[src/rtl/lamc_map.svh]
`ifndef LAMC_MAP_SVH
`define LAMC_MAP_SVH
// Functional notes
// The method byte is read by actuator type, and with type zero it is ignored entirely.
// Type 1: bit 0 picks a two-byte command or a three-byte command with an enable byte.
// Type 1: bit 1 sends the position as given or as 255 minus it, reversing direction.
// Type 1: bit 2 picks the lower or upper position limit as the standby exit target.
// Type 2: bit 1 reads the argument as a logical position or as a physical step count.
// Type 2: with bit 1 set, bit 0 gives the direction of the counted steps.
// Type 2: bit 2 forces drive outputs to their computed states periodically.
// Type 2: the motor is powered before every move, and bit 3 powers it down after.
// Type 2: a method bit enables repositioning when standby is entered.
// Type 2: a method bit enables repositioning when standby is left.
// Type 2: bits 7 to 6 slow the first steps of a move, larger values slower.
// A 16-bit timer routine table pointer resets to E9C6 and is offered on the TIMER_TABLE_PTR output.
// Move timer start and stop counts are in clock cycles; stopped once the count meets stop.
// Millisecond delays convert to cycles using the clock frequency divided by 65536.

// ==========================================================
// Register indices (byte address is four times the index)
`define LAMC_IDX_TYPE     8'h00
`define LAMC_IDX_LOWER    8'h01
`define LAMC_IDX_UPPER    8'h02
`define LAMC_IDX_CMD      8'h03
`define LAMC_IDX_STATUS   8'h04
`define LAMC_IDX_DELAY    8'h05
`define LAMC_IDX_METHOD   8'h0A
`define LAMC_IDX_TPTR     8'h0B
`define LAMC_IDX_START    8'h0D
`define LAMC_IDX_STOP     8'h0F
`define LAMC_IDX_FREQ     8'h11

// ==========================================================
// Reset values
`define LAMC_RST_METHOD   8'h00
`define LAMC_RST_TPTR     16'hE9C6
`define LAMC_RST_UPPER    8'hFF
`define LAMC_RST_FREQ     16'h0000

// ==========================================================
// Method byte fields
`define LAMC_B_CMDLEN     0
`define LAMC_B_INVERT     1
`define LAMC_B_EXITMAX    2
`define LAMC_B_DIR        0
`define LAMC_B_STEPMODE   1
`define LAMC_B_FORCE      2
`define LAMC_B_PWRDN      3
`define LAMC_B_RP_EXIT    4
`define LAMC_B_RP_ENTER   5
`define LAMC_F_SLOW_HI    7
`define LAMC_F_SLOW_LO    6

// ==========================================================
// Fixed values
`define LAMC_POS_FULL     8'hFF
`define LAMC_MS_DIV       16'd1000
`define LAMC_CLK_HZ       100000000
`define LAMC_STEP_US      100
`define LAMC_STEP_CYC     (`LAMC_CLK_HZ / 1000000 * `LAMC_STEP_US)
`define LAMC_FORCE_US     1000
`define LAMC_FORCE_CYC    (`LAMC_CLK_HZ / 1000000 * `LAMC_FORCE_US)
`endif

[src/rtl/lamc_pkg.sv]
package lamc_pkg;
	// ==========================================================
	// Command opcodes
	typedef enum logic [1:0] {
		LAMC_OP_NONE,
		LAMC_OP_MOVE,
		LAMC_OP_ENTER,
		LAMC_OP_EXIT
	} lamc_op_t;

	// ==========================================================
	// Sequencer states
	typedef enum logic [2:0] {
		LAMC_IDLE,
		LAMC_P_SEND,
		LAMC_S_PWRUP,
		LAMC_S_STEP,
		LAMC_S_PWRDN
	} lamc_state_t;

	// ==========================================================
	// Carriers
	typedef struct packed {
		logic       valid;
		logic [7:0] data;
	} lamc_drv_byte_t;

	typedef struct packed {
		logic       power;
		logic [3:0] phase;
	} lamc_stepper_out_t;
endpackage

[src/rtl/lamc_move_timer.sv]
`timescale 1ns/1ps
`include "lamc_map.svh"
module lamc_move_timer (
	// Clock and reset
	input  wire logic        clk,
	input  wire logic        rst,
	// Bus writes
	input  wire logic        wr_start,
	input  wire logic        wr_stop,
	input  wire logic [15:0] wr_data,
	// Delay request
	input  wire logic        delay_set,
	input  wire logic [15:0] delay_ms,
	input  wire logic [15:0] freq_hw,
	// State
	output logic      [15:0] start_q,
	output logic      [15:0] stop_q,
	output logic      [15:0] count_q,
	output logic             stopped
);
	// ==========================================================
	// Conversion of milliseconds to cycles
	logic [47:0] product;
	logic [47:0] cycles;
	logic [15:0] start_d;
	logic [15:0] stop_d;
	logic        running_q;
	logic        running_d;

	assign product = {delay_ms, 32'h0000_0000} >> 16;
	assign cycles  = (product * {32'h0000_0000, freq_hw}) / {32'h0000_0000, `LAMC_MS_DIV};
	assign stopped = !running_q;

	// ==========================================================
	// Next state
	always_comb begin
		start_d   = start_q;
		stop_d    = stop_q;
		running_d = running_q;
		if (running_q && count_q == stop_q) begin
			running_d = 1'b0;
		end
		if (wr_start) begin
			start_d = wr_data;
		end
		if (wr_stop) begin
			stop_d    = wr_data;
			running_d = 1'b1;
		end
		if (delay_set) begin
			start_d   = count_q;
			stop_d    = count_q + cycles[15:0];
			running_d = 1'b1;
		end
	end

	always_ff @(posedge clk) begin
		if (rst) begin
			start_q   <= 16'h0000;
			stop_q    <= 16'h0000;
			count_q   <= 16'h0000;
			running_q <= 1'b0;
		end else begin
			start_q   <= start_d;
			stop_q    <= stop_d;
			count_q   <= count_q + 16'h0001;
			running_q <= running_d;
		end
	end
endmodule

[src/rtl/lamc_top.sv]
// Added by the designer: the Wishbone register port.
`timescale 1ns/1ps
`include "lamc_map.svh"
module lamc_top #(
	parameter int          STEP_CYC   = `LAMC_STEP_CYC,
	parameter int          FORCE_CYC  = `LAMC_FORCE_CYC,
	parameter int          SLOW_STEPS = 4,
	parameter logic [7:0]  PIEZO_ADDR = 8'h0C,
	parameter logic [7:0]  PIEZO_EN   = 8'h01
) (
	// Clock and reset
	input  wire logic                        CLOCK,
	input  wire logic                        RESET,
	// Wishbone slave
	input  wire logic                        CYC_I,
	input  wire logic                        STB_I,
	input  wire logic                        WE_I,
	input  wire logic [31:0]                 ADR_I,
	input  wire logic [3:0]                  SEL_I,
	input  wire logic [31:0]                 DAT_I,
	output logic      [31:0]                 DAT_O,
	output logic                             ACK_O,
	// Piezo driver byte stream
	output lamc_pkg::lamc_drv_byte_t         DRV_BYTE,
	input  wire logic                        DRV_READY,
	// Stepper drive
	output lamc_pkg::lamc_stepper_out_t      STEPPER,
	// Status
	output logic      [15:0]                 TIMER_TABLE_PTR,
	output logic                             BUSY
);
	// ==========================================================
	// Bus decode
	logic [7:0]  idx;
	logic        req;
	logic        wr;
	logic        ack_q;
	logic        ack_d;
	logic [31:0] rdat_q;
	logic [31:0] rdat_d;

	assign idx   = ADR_I[9:2];
	assign req   = CYC_I && STB_I && !ack_q;
	assign wr    = req && WE_I;
	assign ACK_O = ack_q;
	assign DAT_O = rdat_q;

	// ==========================================================
	// Software registers
	logic [1:0]  type_q,   type_d;
	logic [7:0]  lower_q,  lower_d;
	logic [7:0]  upper_q,  upper_d;
	logic [7:0]  method_q, method_d;
	logic [15:0] tptr_q,   tptr_d;
	logic [15:0] delay_q,  delay_d;
	logic [15:0] freq_q,   freq_d;
	logic        cmd_wr;
	logic [15:0] wdat16;
	logic [15:0] t_start;
	logic [15:0] t_stop;
	logic [15:0] t_count;
	logic        t_stopped;
	logic        delay_set;

	assign cmd_wr = wr && idx == `LAMC_IDX_CMD && SEL_I[1:0] == 2'b11;
	assign wdat16 = DAT_I[15:0];
	assign TIMER_TABLE_PTR = tptr_q;

	always_comb begin
		type_d   = type_q;
		lower_d  = lower_q;
		upper_d  = upper_q;
		method_d = method_q;
		tptr_d   = tptr_q;
		delay_d  = delay_q;
		freq_d   = freq_q;
		if (wr && SEL_I[0]) begin
			case (idx)
				`LAMC_IDX_TYPE: begin
					type_d = DAT_I[1:0];
				end
				`LAMC_IDX_LOWER: begin
					lower_d = DAT_I[7:0];
				end
				`LAMC_IDX_UPPER: begin
					upper_d = DAT_I[7:0];
				end
				`LAMC_IDX_METHOD: begin
					method_d = DAT_I[7:0];
				end
				default: begin
				end
			endcase
		end
		if (wr && SEL_I[1:0] == 2'b11) begin
			case (idx)
				`LAMC_IDX_TPTR: begin
					tptr_d = wdat16;
				end
				`LAMC_IDX_DELAY: begin
					delay_d = wdat16;
				end
				`LAMC_IDX_FREQ: begin
					freq_d = wdat16;
				end
				default: begin
				end
			endcase
		end
	end

	always_ff @(posedge CLOCK) begin
		if (RESET) begin
			type_q   <= 2'h0;
			lower_q  <= 8'h00;
			upper_q  <= `LAMC_RST_UPPER;
			method_q <= `LAMC_RST_METHOD;
			tptr_q   <= `LAMC_RST_TPTR;
			delay_q  <= 16'h0000;
			freq_q   <= `LAMC_RST_FREQ;
		end else begin
			type_q   <= type_d;
			lower_q  <= lower_d;
			upper_q  <= upper_d;
			method_q <= method_d;
			tptr_q   <= tptr_d;
			delay_q  <= delay_d;
			freq_q   <= freq_d;
		end
	end

	// ==========================================================
	// Move timer
	lamc_move_timer u_timer (
		.clk       (CLOCK),
		.rst       (RESET),
		.wr_start  (wr && idx == `LAMC_IDX_START && SEL_I[1:0] == 2'b11),
		.wr_stop   (wr && idx == `LAMC_IDX_STOP && SEL_I[1:0] == 2'b11),
		.wr_data   (wdat16),
		.delay_set (delay_set),
		.delay_ms  (delay_d),
		.freq_hw   (freq_q),
		.start_q   (t_start),
		.stop_q    (t_stop),
		.count_q   (t_count),
		.stopped   (t_stopped)
	);

	// ==========================================================
	// Step and forcing dividers
	localparam int SW = $clog2(STEP_CYC + 1);
	localparam int FW = $clog2(FORCE_CYC + 1);
	logic [SW-1:0] sdiv_q, sdiv_d;
	logic [FW-1:0] fdiv_q, fdiv_d;
	logic          step_tick;
	logic          force_tick;

	assign step_tick  = sdiv_q == SW'(STEP_CYC - 1);
	assign force_tick = fdiv_q == FW'(FORCE_CYC - 1);

	always_comb begin
		sdiv_d = step_tick ? '0 : sdiv_q + SW'(1);
		fdiv_d = force_tick ? '0 : fdiv_q + FW'(1);
	end

	always_ff @(posedge CLOCK) begin
		if (RESET) begin
			sdiv_q <= '0;
			fdiv_q <= '0;
		end else begin
			sdiv_q <= sdiv_d;
			fdiv_q <= fdiv_d;
		end
	end

	// ==========================================================
	// Sequencer
	lamc_pkg::lamc_state_t       st_q, st_d;
	lamc_pkg::lamc_op_t          op;
	lamc_pkg::lamc_drv_byte_t    drv_q, drv_d;
	lamc_pkg::lamc_stepper_out_t out_q, out_d;
	logic [1:0] bidx_q, bidx_d;
	logic [7:0] pbyte_q, pbyte_d;
	logic [7:0] pos_q, pos_d;
	logic [7:0] left_q, left_d;
	logic [7:0] done_q, done_d;
	logic [1:0] wait_q, wait_d;
	logic       dir_q, dir_d;
	logic [1:0] ph_q, ph_d;
	logic [7:0] arg;
	logic [7:0] target;
	logic [1:0] nbytes;
	logic [1:0] slow;
	logic [3:0] calc;
	logic [1:0] ph_next;
	logic [3:0] calc_next;

	assign op      = lamc_pkg::lamc_op_t'(DAT_I[9:8]);
	assign arg     = DAT_I[7:0];
	assign nbytes  = method_q[`LAMC_B_CMDLEN] ? 2'd3 : 2'd2;
	assign slow    = method_q[`LAMC_F_SLOW_HI:`LAMC_F_SLOW_LO];
	assign ph_next = dir_q ? ph_q + 2'd1 : ph_q - 2'd1;
	assign BUSY    = st_q != lamc_pkg::LAMC_IDLE;
	assign DRV_BYTE = drv_q;
	assign STEPPER  = out_q;

	always_comb begin
		case (ph_q)
			2'd0: calc = 4'h9;
			2'd1: calc = 4'h3;
			2'd2: calc = 4'h6;
			default: calc = 4'hC;
		endcase
	end

	// Pattern of the index a step moves to, so forcing repeats it unchanged
	always_comb begin
		case (ph_next)
			2'd0: calc_next = 4'h9;
			2'd1: calc_next = 4'h3;
			2'd2: calc_next = 4'h6;
			default: calc_next = 4'hC;
		endcase
	end

	always_comb begin
		target = (op == lamc_pkg::LAMC_OP_MOVE) ? arg : lower_q;
		if (type_q == 2'd1 && op == lamc_pkg::LAMC_OP_EXIT) begin
			target = method_q[`LAMC_B_EXITMAX] ? upper_q : lower_q;
		end
	end

	always_comb begin
		st_d    = st_q;
		drv_d   = drv_q;
		out_d   = out_q;
		bidx_d  = bidx_q;
		pbyte_d = pbyte_q;
		pos_d   = pos_q;
		left_d  = left_q;
		done_d  = done_q;
		wait_d  = wait_q;
		dir_d   = dir_q;
		ph_d    = ph_q;
		delay_set = wr && idx == `LAMC_IDX_DELAY && SEL_I[1:0] == 2'b11;
		if (method_q[`LAMC_B_FORCE] && type_q == 2'd2 && force_tick) begin
			out_d.phase = calc;
		end
		case (st_q)
			lamc_pkg::LAMC_IDLE: begin
				if (cmd_wr && type_q == 2'd1 && op != lamc_pkg::LAMC_OP_NONE
				    && op != lamc_pkg::LAMC_OP_ENTER) begin
					pbyte_d = method_q[`LAMC_B_INVERT] ? `LAMC_POS_FULL - target : target;
					bidx_d  = 2'd0;
					drv_d   = '{valid: 1'b1, data: PIEZO_ADDR};
					st_d    = lamc_pkg::LAMC_P_SEND;
				end else if (cmd_wr && type_q == 2'd2 && op != lamc_pkg::LAMC_OP_NONE) begin
					if (op == lamc_pkg::LAMC_OP_MOVE && method_q[`LAMC_B_STEPMODE]) begin
						dir_d  = method_q[`LAMC_B_DIR];
						left_d = arg;
					end else begin
						dir_d  = target > pos_q;
						left_d = (target > pos_q) ? target - pos_q : pos_q - target;
					end
					if ((op == lamc_pkg::LAMC_OP_ENTER && !method_q[`LAMC_B_RP_ENTER])
					    || (op == lamc_pkg::LAMC_OP_EXIT && !method_q[`LAMC_B_RP_EXIT])) begin
						left_d = 8'h00;
					end
					done_d      = 8'h00;
					wait_d      = 2'd0;
					out_d.power = 1'b1;
					st_d        = lamc_pkg::LAMC_S_PWRUP;
				end
			end
			lamc_pkg::LAMC_P_SEND: begin
				if (DRV_READY) begin
					bidx_d = bidx_q + 2'd1;
					if (bidx_q + 2'd1 == nbytes) begin
						drv_d.valid = 1'b0;
						delay_set   = 1'b1;
						st_d        = lamc_pkg::LAMC_IDLE;
					end else if (bidx_q == 2'd0 && nbytes == 2'd3) begin
						drv_d.data = PIEZO_EN;
					end else begin
						drv_d.data = pbyte_q;
					end
				end
			end
			lamc_pkg::LAMC_S_PWRUP: begin
				if (step_tick) begin
					st_d = lamc_pkg::LAMC_S_STEP;
				end
			end
			lamc_pkg::LAMC_S_STEP: begin
				if (left_q == 8'h00) begin
					st_d = lamc_pkg::LAMC_S_PWRDN;
				end else if (step_tick) begin
					if (done_q < 8'(SLOW_STEPS) && wait_q < slow) begin
						wait_d = wait_q + 2'd1;
					end else begin
						wait_d      = 2'd0;
						ph_d        = ph_next;
						left_d      = left_q - 8'h01;
						done_d      = (done_q == 8'hFF) ? done_q : done_q + 8'h01;
						pos_d       = dir_q ? pos_q + 8'h01 : pos_q - 8'h01;
						out_d.phase = calc_next;
					end
				end
			end
			lamc_pkg::LAMC_S_PWRDN: begin
				if (method_q[`LAMC_B_PWRDN]) begin
					out_d.power = 1'b0;
				end
				st_d = lamc_pkg::LAMC_IDLE;
			end
			default: begin
				st_d = lamc_pkg::LAMC_IDLE;
			end
		endcase
		if (type_q == 2'd0) begin
			st_d        = lamc_pkg::LAMC_IDLE;
			drv_d.valid = 1'b0;
		end
	end

	always_ff @(posedge CLOCK) begin
		if (RESET) begin
			st_q    <= lamc_pkg::LAMC_IDLE;
			drv_q   <= '0;
			out_q   <= '0;
			bidx_q  <= 2'd0;
			pbyte_q <= 8'h00;
			pos_q   <= 8'h00;
			left_q  <= 8'h00;
			done_q  <= 8'h00;
			wait_q  <= 2'd0;
			dir_q   <= 1'b0;
			ph_q    <= 2'd0;
		end else begin
			st_q    <= st_d;
			drv_q   <= drv_d;
			out_q   <= out_d;
			bidx_q  <= bidx_d;
			pbyte_q <= pbyte_d;
			pos_q   <= pos_d;
			left_q  <= left_d;
			done_q  <= done_d;
			wait_q  <= wait_d;
			dir_q   <= dir_d;
			ph_q    <= ph_d;
		end
	end

	// ==========================================================
	// Read data and acknowledge
	always_comb begin
		ack_d  = req;
		rdat_d = rdat_q;
		if (req) begin
			case (idx)
				`LAMC_IDX_TYPE:   rdat_d = {30'h0, type_q};
				`LAMC_IDX_LOWER:  rdat_d = {24'h0, lower_q};
				`LAMC_IDX_UPPER:  rdat_d = {24'h0, upper_q};
				`LAMC_IDX_STATUS: rdat_d = {14'h0, out_q.power, t_stopped, BUSY, 7'h0, pos_q};
				`LAMC_IDX_DELAY:  rdat_d = {16'h0, delay_q};
				`LAMC_IDX_METHOD: rdat_d = {24'h0, method_q};
				`LAMC_IDX_TPTR:   rdat_d = {16'h0, tptr_q};
				`LAMC_IDX_START:  rdat_d = {16'h0, t_start};
				`LAMC_IDX_STOP:   rdat_d = {16'h0, t_stop};
				`LAMC_IDX_FREQ:   rdat_d = {16'h0, freq_q};
				default:          rdat_d = 32'h0000_0000;
			endcase
		end
	end

	always_ff @(posedge CLOCK) begin
		if (RESET) begin
			ack_q  <= 1'b0;
			rdat_q <= 32'h0000_0000;
		end else begin
			ack_q  <= ack_d;
			rdat_q <= rdat_d;
		end
	end

	logic unused;
	assign unused = &{1'b0, t_count, ADR_I[31:10], ADR_I[1:0], DAT_I[31:16], SEL_I[3:2]};
endmodule

[config.mk]
export PLATFORM = sky130hd
export DESIGN_NAME = lamc_top
export DESIGN_NICKNAME = d
export VERILOG_FILES = /design/src/rtl/lamc_pkg.sv /design/src/rtl/lamc_move_timer.sv /design/src/rtl/lamc_top.sv
export VERILOG_INCLUDE_DIRS = /design/src /design/src/rtl
export SDC_FILE = /design/constraint.sdc
export NUM_CORES = 2
export LEC_CHECK = 0
export CAP_MARGIN = 40
export CORE_UTILIZATION = 55
export DETAILED_ROUTE_END_ITERATION = 7
export DONT_BUFFER_PORTS = 1
export GPL_TIMING_DRIVEN = 0
export PLACE_DENSITY = 0.7
export SLEW_MARGIN = 5
export SYNTH_ARGS = -nofsm -noshare
export SYNTH_HDL_FRONTEND = slang
export SYNTH_HIERARCHICAL = 1
export SYNTH_SLANG_ARGS = --single-unit
[constraint.sdc]
create_clock -name CLOCK -period 77.1 [get_ports CLOCK]
set_input_delay 15.42 -clock CLOCK [delete_from_list [all_inputs] [get_ports CLOCK]]
set_output_delay 15.42 -clock CLOCK [all_outputs]
set_load 0.02 [all_outputs]
==> summary.txt <==
Outcome
  – Outcome: complete, no violations

Drt
  – Final ANT Viol Nets: 0
  – DR vias/cell: roughly 6.5
  – DR top layer: met4
  – DRT iter0 DRCs: approximately 3,800
  – Met3 WL: about 9 mm
  – DRT met1 WL: 53.8 mm
  – Drt pass-1 iters: 6
  – DR WL met2: 54.3 mm
  – Total Wirelength: roughly 120 mm
  – Wire length per cell: between 15 and 20 µm
  – Vias: 39,000
  – DR DRC count: 0

STA
  – Setup WS post-layout: ~9.4 ns
  – Hold Vio Cnt, Final: 0
  – Final number of setup-violating endpoints: 0
  – Setup TNS: 0 ns
  – Worst slew pin tran: slightly below 1 ns
  – Tmin final: between 60 and 70 ns
  – Clock Skew: 0.0164 ns
  – Final Slew Violations: 0
  – Period utilization: 87.8%
  – Slew HR: approximately 34%
  – RSZ-0062 raised after global routing: false
  – Fmax: 0.0148 GHz
  – Final hold slack: 0.454 ns

Power
  – Sw Share: 28.5%
  – Combinational power share: 20.7%
  – Total power: just under 0.3 mW
  – Clock network power share: between 30% and 40%
  – Worst VDD drop: 0.0138 mV
  – Seq pwr share: roughly two fifths
  – Psw: around 0.085 mW
  – Pwr/cell area: between 7 and 8 nW/µm²
  – Internal Power: roughly 0.21 mW
  – Leak Pwr: around 16 nW

Layout
  – Area growth, synth to finish: 5.39%
  – Design area: slightly above 40,000 µm²
  – Sequential Area: around 4600 µm²
  – Share of layout cells above drive strength 1: between 8 and 9%
  – Number of nets in the layout: between 5,000 and 6,000
  – # fillers: roughly 6,700
  – Final core utilization: between 50 and 60%
  – Multi-input gate area: around 31,000 µm²
  – Final cell count without fillers: ~6,000

Die
  – Die W: roughly 270 µm
  – Initial Util: a little under three fifths
  – Core Box Area: about 69,000 µm²
  – I/O pins: about 140
  – Row cnt: 96
  – Die Height: approximately 270 µm
  – Die area: between 70,000 and 80,000 µm²

GRT
  – Pin count of the biggest net entering global routing: 14
  – GRT Total Usage: 32.8%
  – Initial antenna violation count: 2
  – Vias in the first global route: 35,900
  – First-pass GRT wire length: approximately 190 mm
  – Total gr overflow: 0

Synth
  – Synth cell types: between 150 and 200
  – Synth Cell Area: slightly below 40,000 µm²
  – Synth Warn #: 6
  – Synth Area per Inst: around 7.6 µm²
  – Post-synth EDFFs: 0
  – #FFs+latches synth: 229
  – Synth async-reset ratio: 0%
  – Mapped Cells: 5,047
  – Top FF cell, synth: dfxtp_1
  – Post-synthesis sequential area ratio: 11.9%

Critical path
  – CP peak stage delay: 0.69 ns
  – CP Launch Type: primary input
  – Worst setup EP type: flip-flop
  – WP data required: about 78 ns
  – CP Data Arrival Time: between 60 and 70 ns
  – CP Class: in2reg
  – Crit path max fanout: 11
  – Crit path max-delay cell type: o41ai_2
  – Crit path top cell by count: ha_1

Worst hold path
  – Worst hold path type: reg2reg

Place
  – IO Port Bufs: 0
  – Hpwl dp: around 95 mm
  – Placed insts: 5,997
  – RePlAce Congestion: 0.994
  – Dpl ws: approximately 10 ns
  – DP Area: between 30,000 and 40,000 µm²

Clock tree
  – TritonCTS clock tree: done
  – H-Tree Depth: 1
  – Total CTS buffers: 25
  – CTS max path bufs: 3
  – Setup Fix Bufs, Post-CTS: 0
  – Clock root buffer: clkbuf_16
  – Cts hold-fix bufs: 0
  – Clk_lat worst skew: about 0.53 ns
  – Cts repair resizes: 0
  – Clock sink total: ~230
  – Clock slew at reported path FFs: approximately 0.060 ns

Job
  – Max-cap violations: 0
## placed cells by master (no fill, tap or decap), drive strengths merged, types with 53 or more instances in the layout
cell type and instances:
buf 136, clkbuf 184, nand2 538, fa 198, a211oi 110, nor3 142, o21ai 230, nor2 424
mux2i 113, inv 346, nor2b 62, nand3 166, a21oi 298, and2 184, xnor2 176, ha 170
nand4 77, a31oi 75, nor4 63, or3 53, xor2 93, o211ai 67, dfxtp 229
## routing by layer
layer	up-vias	track usage [%]
met5	-	0
met4	0	9.01
met3	215	4.28
met2	1590	53.2
met1	18700	45.5
li1	18500	-
## logic make-up after synthesis
logic type	count (synthesis)	synth area share, %
buffers and inverters	626	7.25
other	1	0.00973
AND/OR/NAND/NOR	1956	25.7
XOR/XNOR	271	6.46
adder cells (fa/ha/maj)	382	16.2
flip-flops	229	11.9
multiplexers	161	4.42
AO/OA/AOI/OAI	1421	28.1
## power groups by stage
| stage | clock network [mW] | registers (mW) | logic [mW] |
|---|---|---|---|
| 6_report | 0.117 | 0.119 | 0.0617 |
| 5_1_grt | 0.123 | 0.119 | 0.0693 |
| 4_1_cts | 0.117 | 0.119 | 0.0617 |
| 3_5_place_dp | 0 | 0.122 | 0.0613 |
| 3_3_place_gp | 0 | 0.122 | 0.0600 |
| 2_1_floorplan | 0 | 0.122 | 0.0477 |
## area by class of cell
| type | instances | share of cell area, % |
|---|---|---|
| diodes | 3 | 0.0185 |
| plain buffers | 278 | 3.66 |
| clock buffers | 39 | 1.89 |
| clock inverters | 6 | 0.0893 |
| inverters | 348 | 3.22 |
| multi-input cells | 4205 | 76.9 |
| flip-flops and latches | 229 | 11.3 |
| well taps | 931 | 2.87 |
| repair buffers | 6 | 0.108 |
## critical path, delay by kind of cell
kind | cells | cell delay (ns)
AOI/OAI and AO/OA | 71 | 21.24
xor gates and xnor gates | 5 | 1.29
adders and majority gates | 18 | 6.91
buffers and inverters | 31 | 6.59
muxes | 7 | 2.56
and+or+nand+nor | 58 | 13.94
## Yosys cell counts, types with 37 or more instances
| cell | count | share of area (%) |
|---|---|---|
| a211oi_1 | 101 | 2.0 |
| a21o_1 | 42 | 0.82 |
| a21oi_1 | 285 | 3.7 |
| a31oi_1 | 67 | 1.1 |
| and2_1 | 180 | 2.9 |
| and3_1 | 47 | 0.76 |
| buf_2 | 40 | 0.52 |
| buf_4 | 60 | 1.2 |
| clkbuf_1 | 141 | 1.4 |
| dfxtp_1 | 229 | 12 |
| fa_1 | 198 | 10 |
| ha_1 | 170 | 5.5 |
| inv_1 | 338 | 3.3 |
| mux2_2 | 39 | 1.1 |
| mux2i_1 | 109 | 2.8 |
| nand2_1 | 533 | 5.2 |
| nand2b_1 | 37 | 0.60 |
| nand3_1 | 157 | 2.0 |
| nand4_1 | 74 | 1.2 |
| nor2_1 | 416 | 4.1 |
| nor2b_1 | 62 | 1.0 |
| nor3_1 | 139 | 1.8 |
| nor4_1 | 60 | 0.97 |
| o211ai_1 | 62 | 1.2 |
| o21a_1 | 40 | 0.78 |
| o21ai_0 | 178 | 2.3 |
| o21ai_1 | 48 | 0.62 |
| or3_1 | 49 | 0.80 |
| xnor2_1 | 169 | 3.8 |
| xor2_1 | 88 | 2.0 |
## path summary, 6_finish.rpt
check	start	end	slack, ns	cells after the start
worst max-delay path	ADR_I[2]	u_timer/stop_q[15]$_SDFFE_PP0P_	9.44	190
worst min-delay path	sdiv_q[0]$_SDFF_PP0_	sdiv_q[0]$_SDFF_PP0_	0.45	1
worst max register to register	ACK_O$_SDFF_PP0_	u_timer/stop_q[15]$_SDFFE_PP0P_	24.24	189
worst min register to register	sdiv_q[0]$_SDFF_PP0_	sdiv_q[0]$_SDFF_PP0_	0.45	1
## flip-flops by register name, indices dropped and copies added (netlist names), 3 cells and up
register and count:
DAT_O 18, DRV_BYTE 9, STEPPER 5, TIMER_TABLE_PTR 16, delay_q 16, done_q 8, fdiv_q 17, freq_q 16
left_q 8, lower_q 8, method_q 8, pbyte_q 8, pos_q 8, sdiv_q 14, st_q 3, u_timer/count_q 16
u_timer/start_q 16, u_timer/stop_q 16, upper_q 8
No activity file was read; power rests on OpenSTA's default activity.
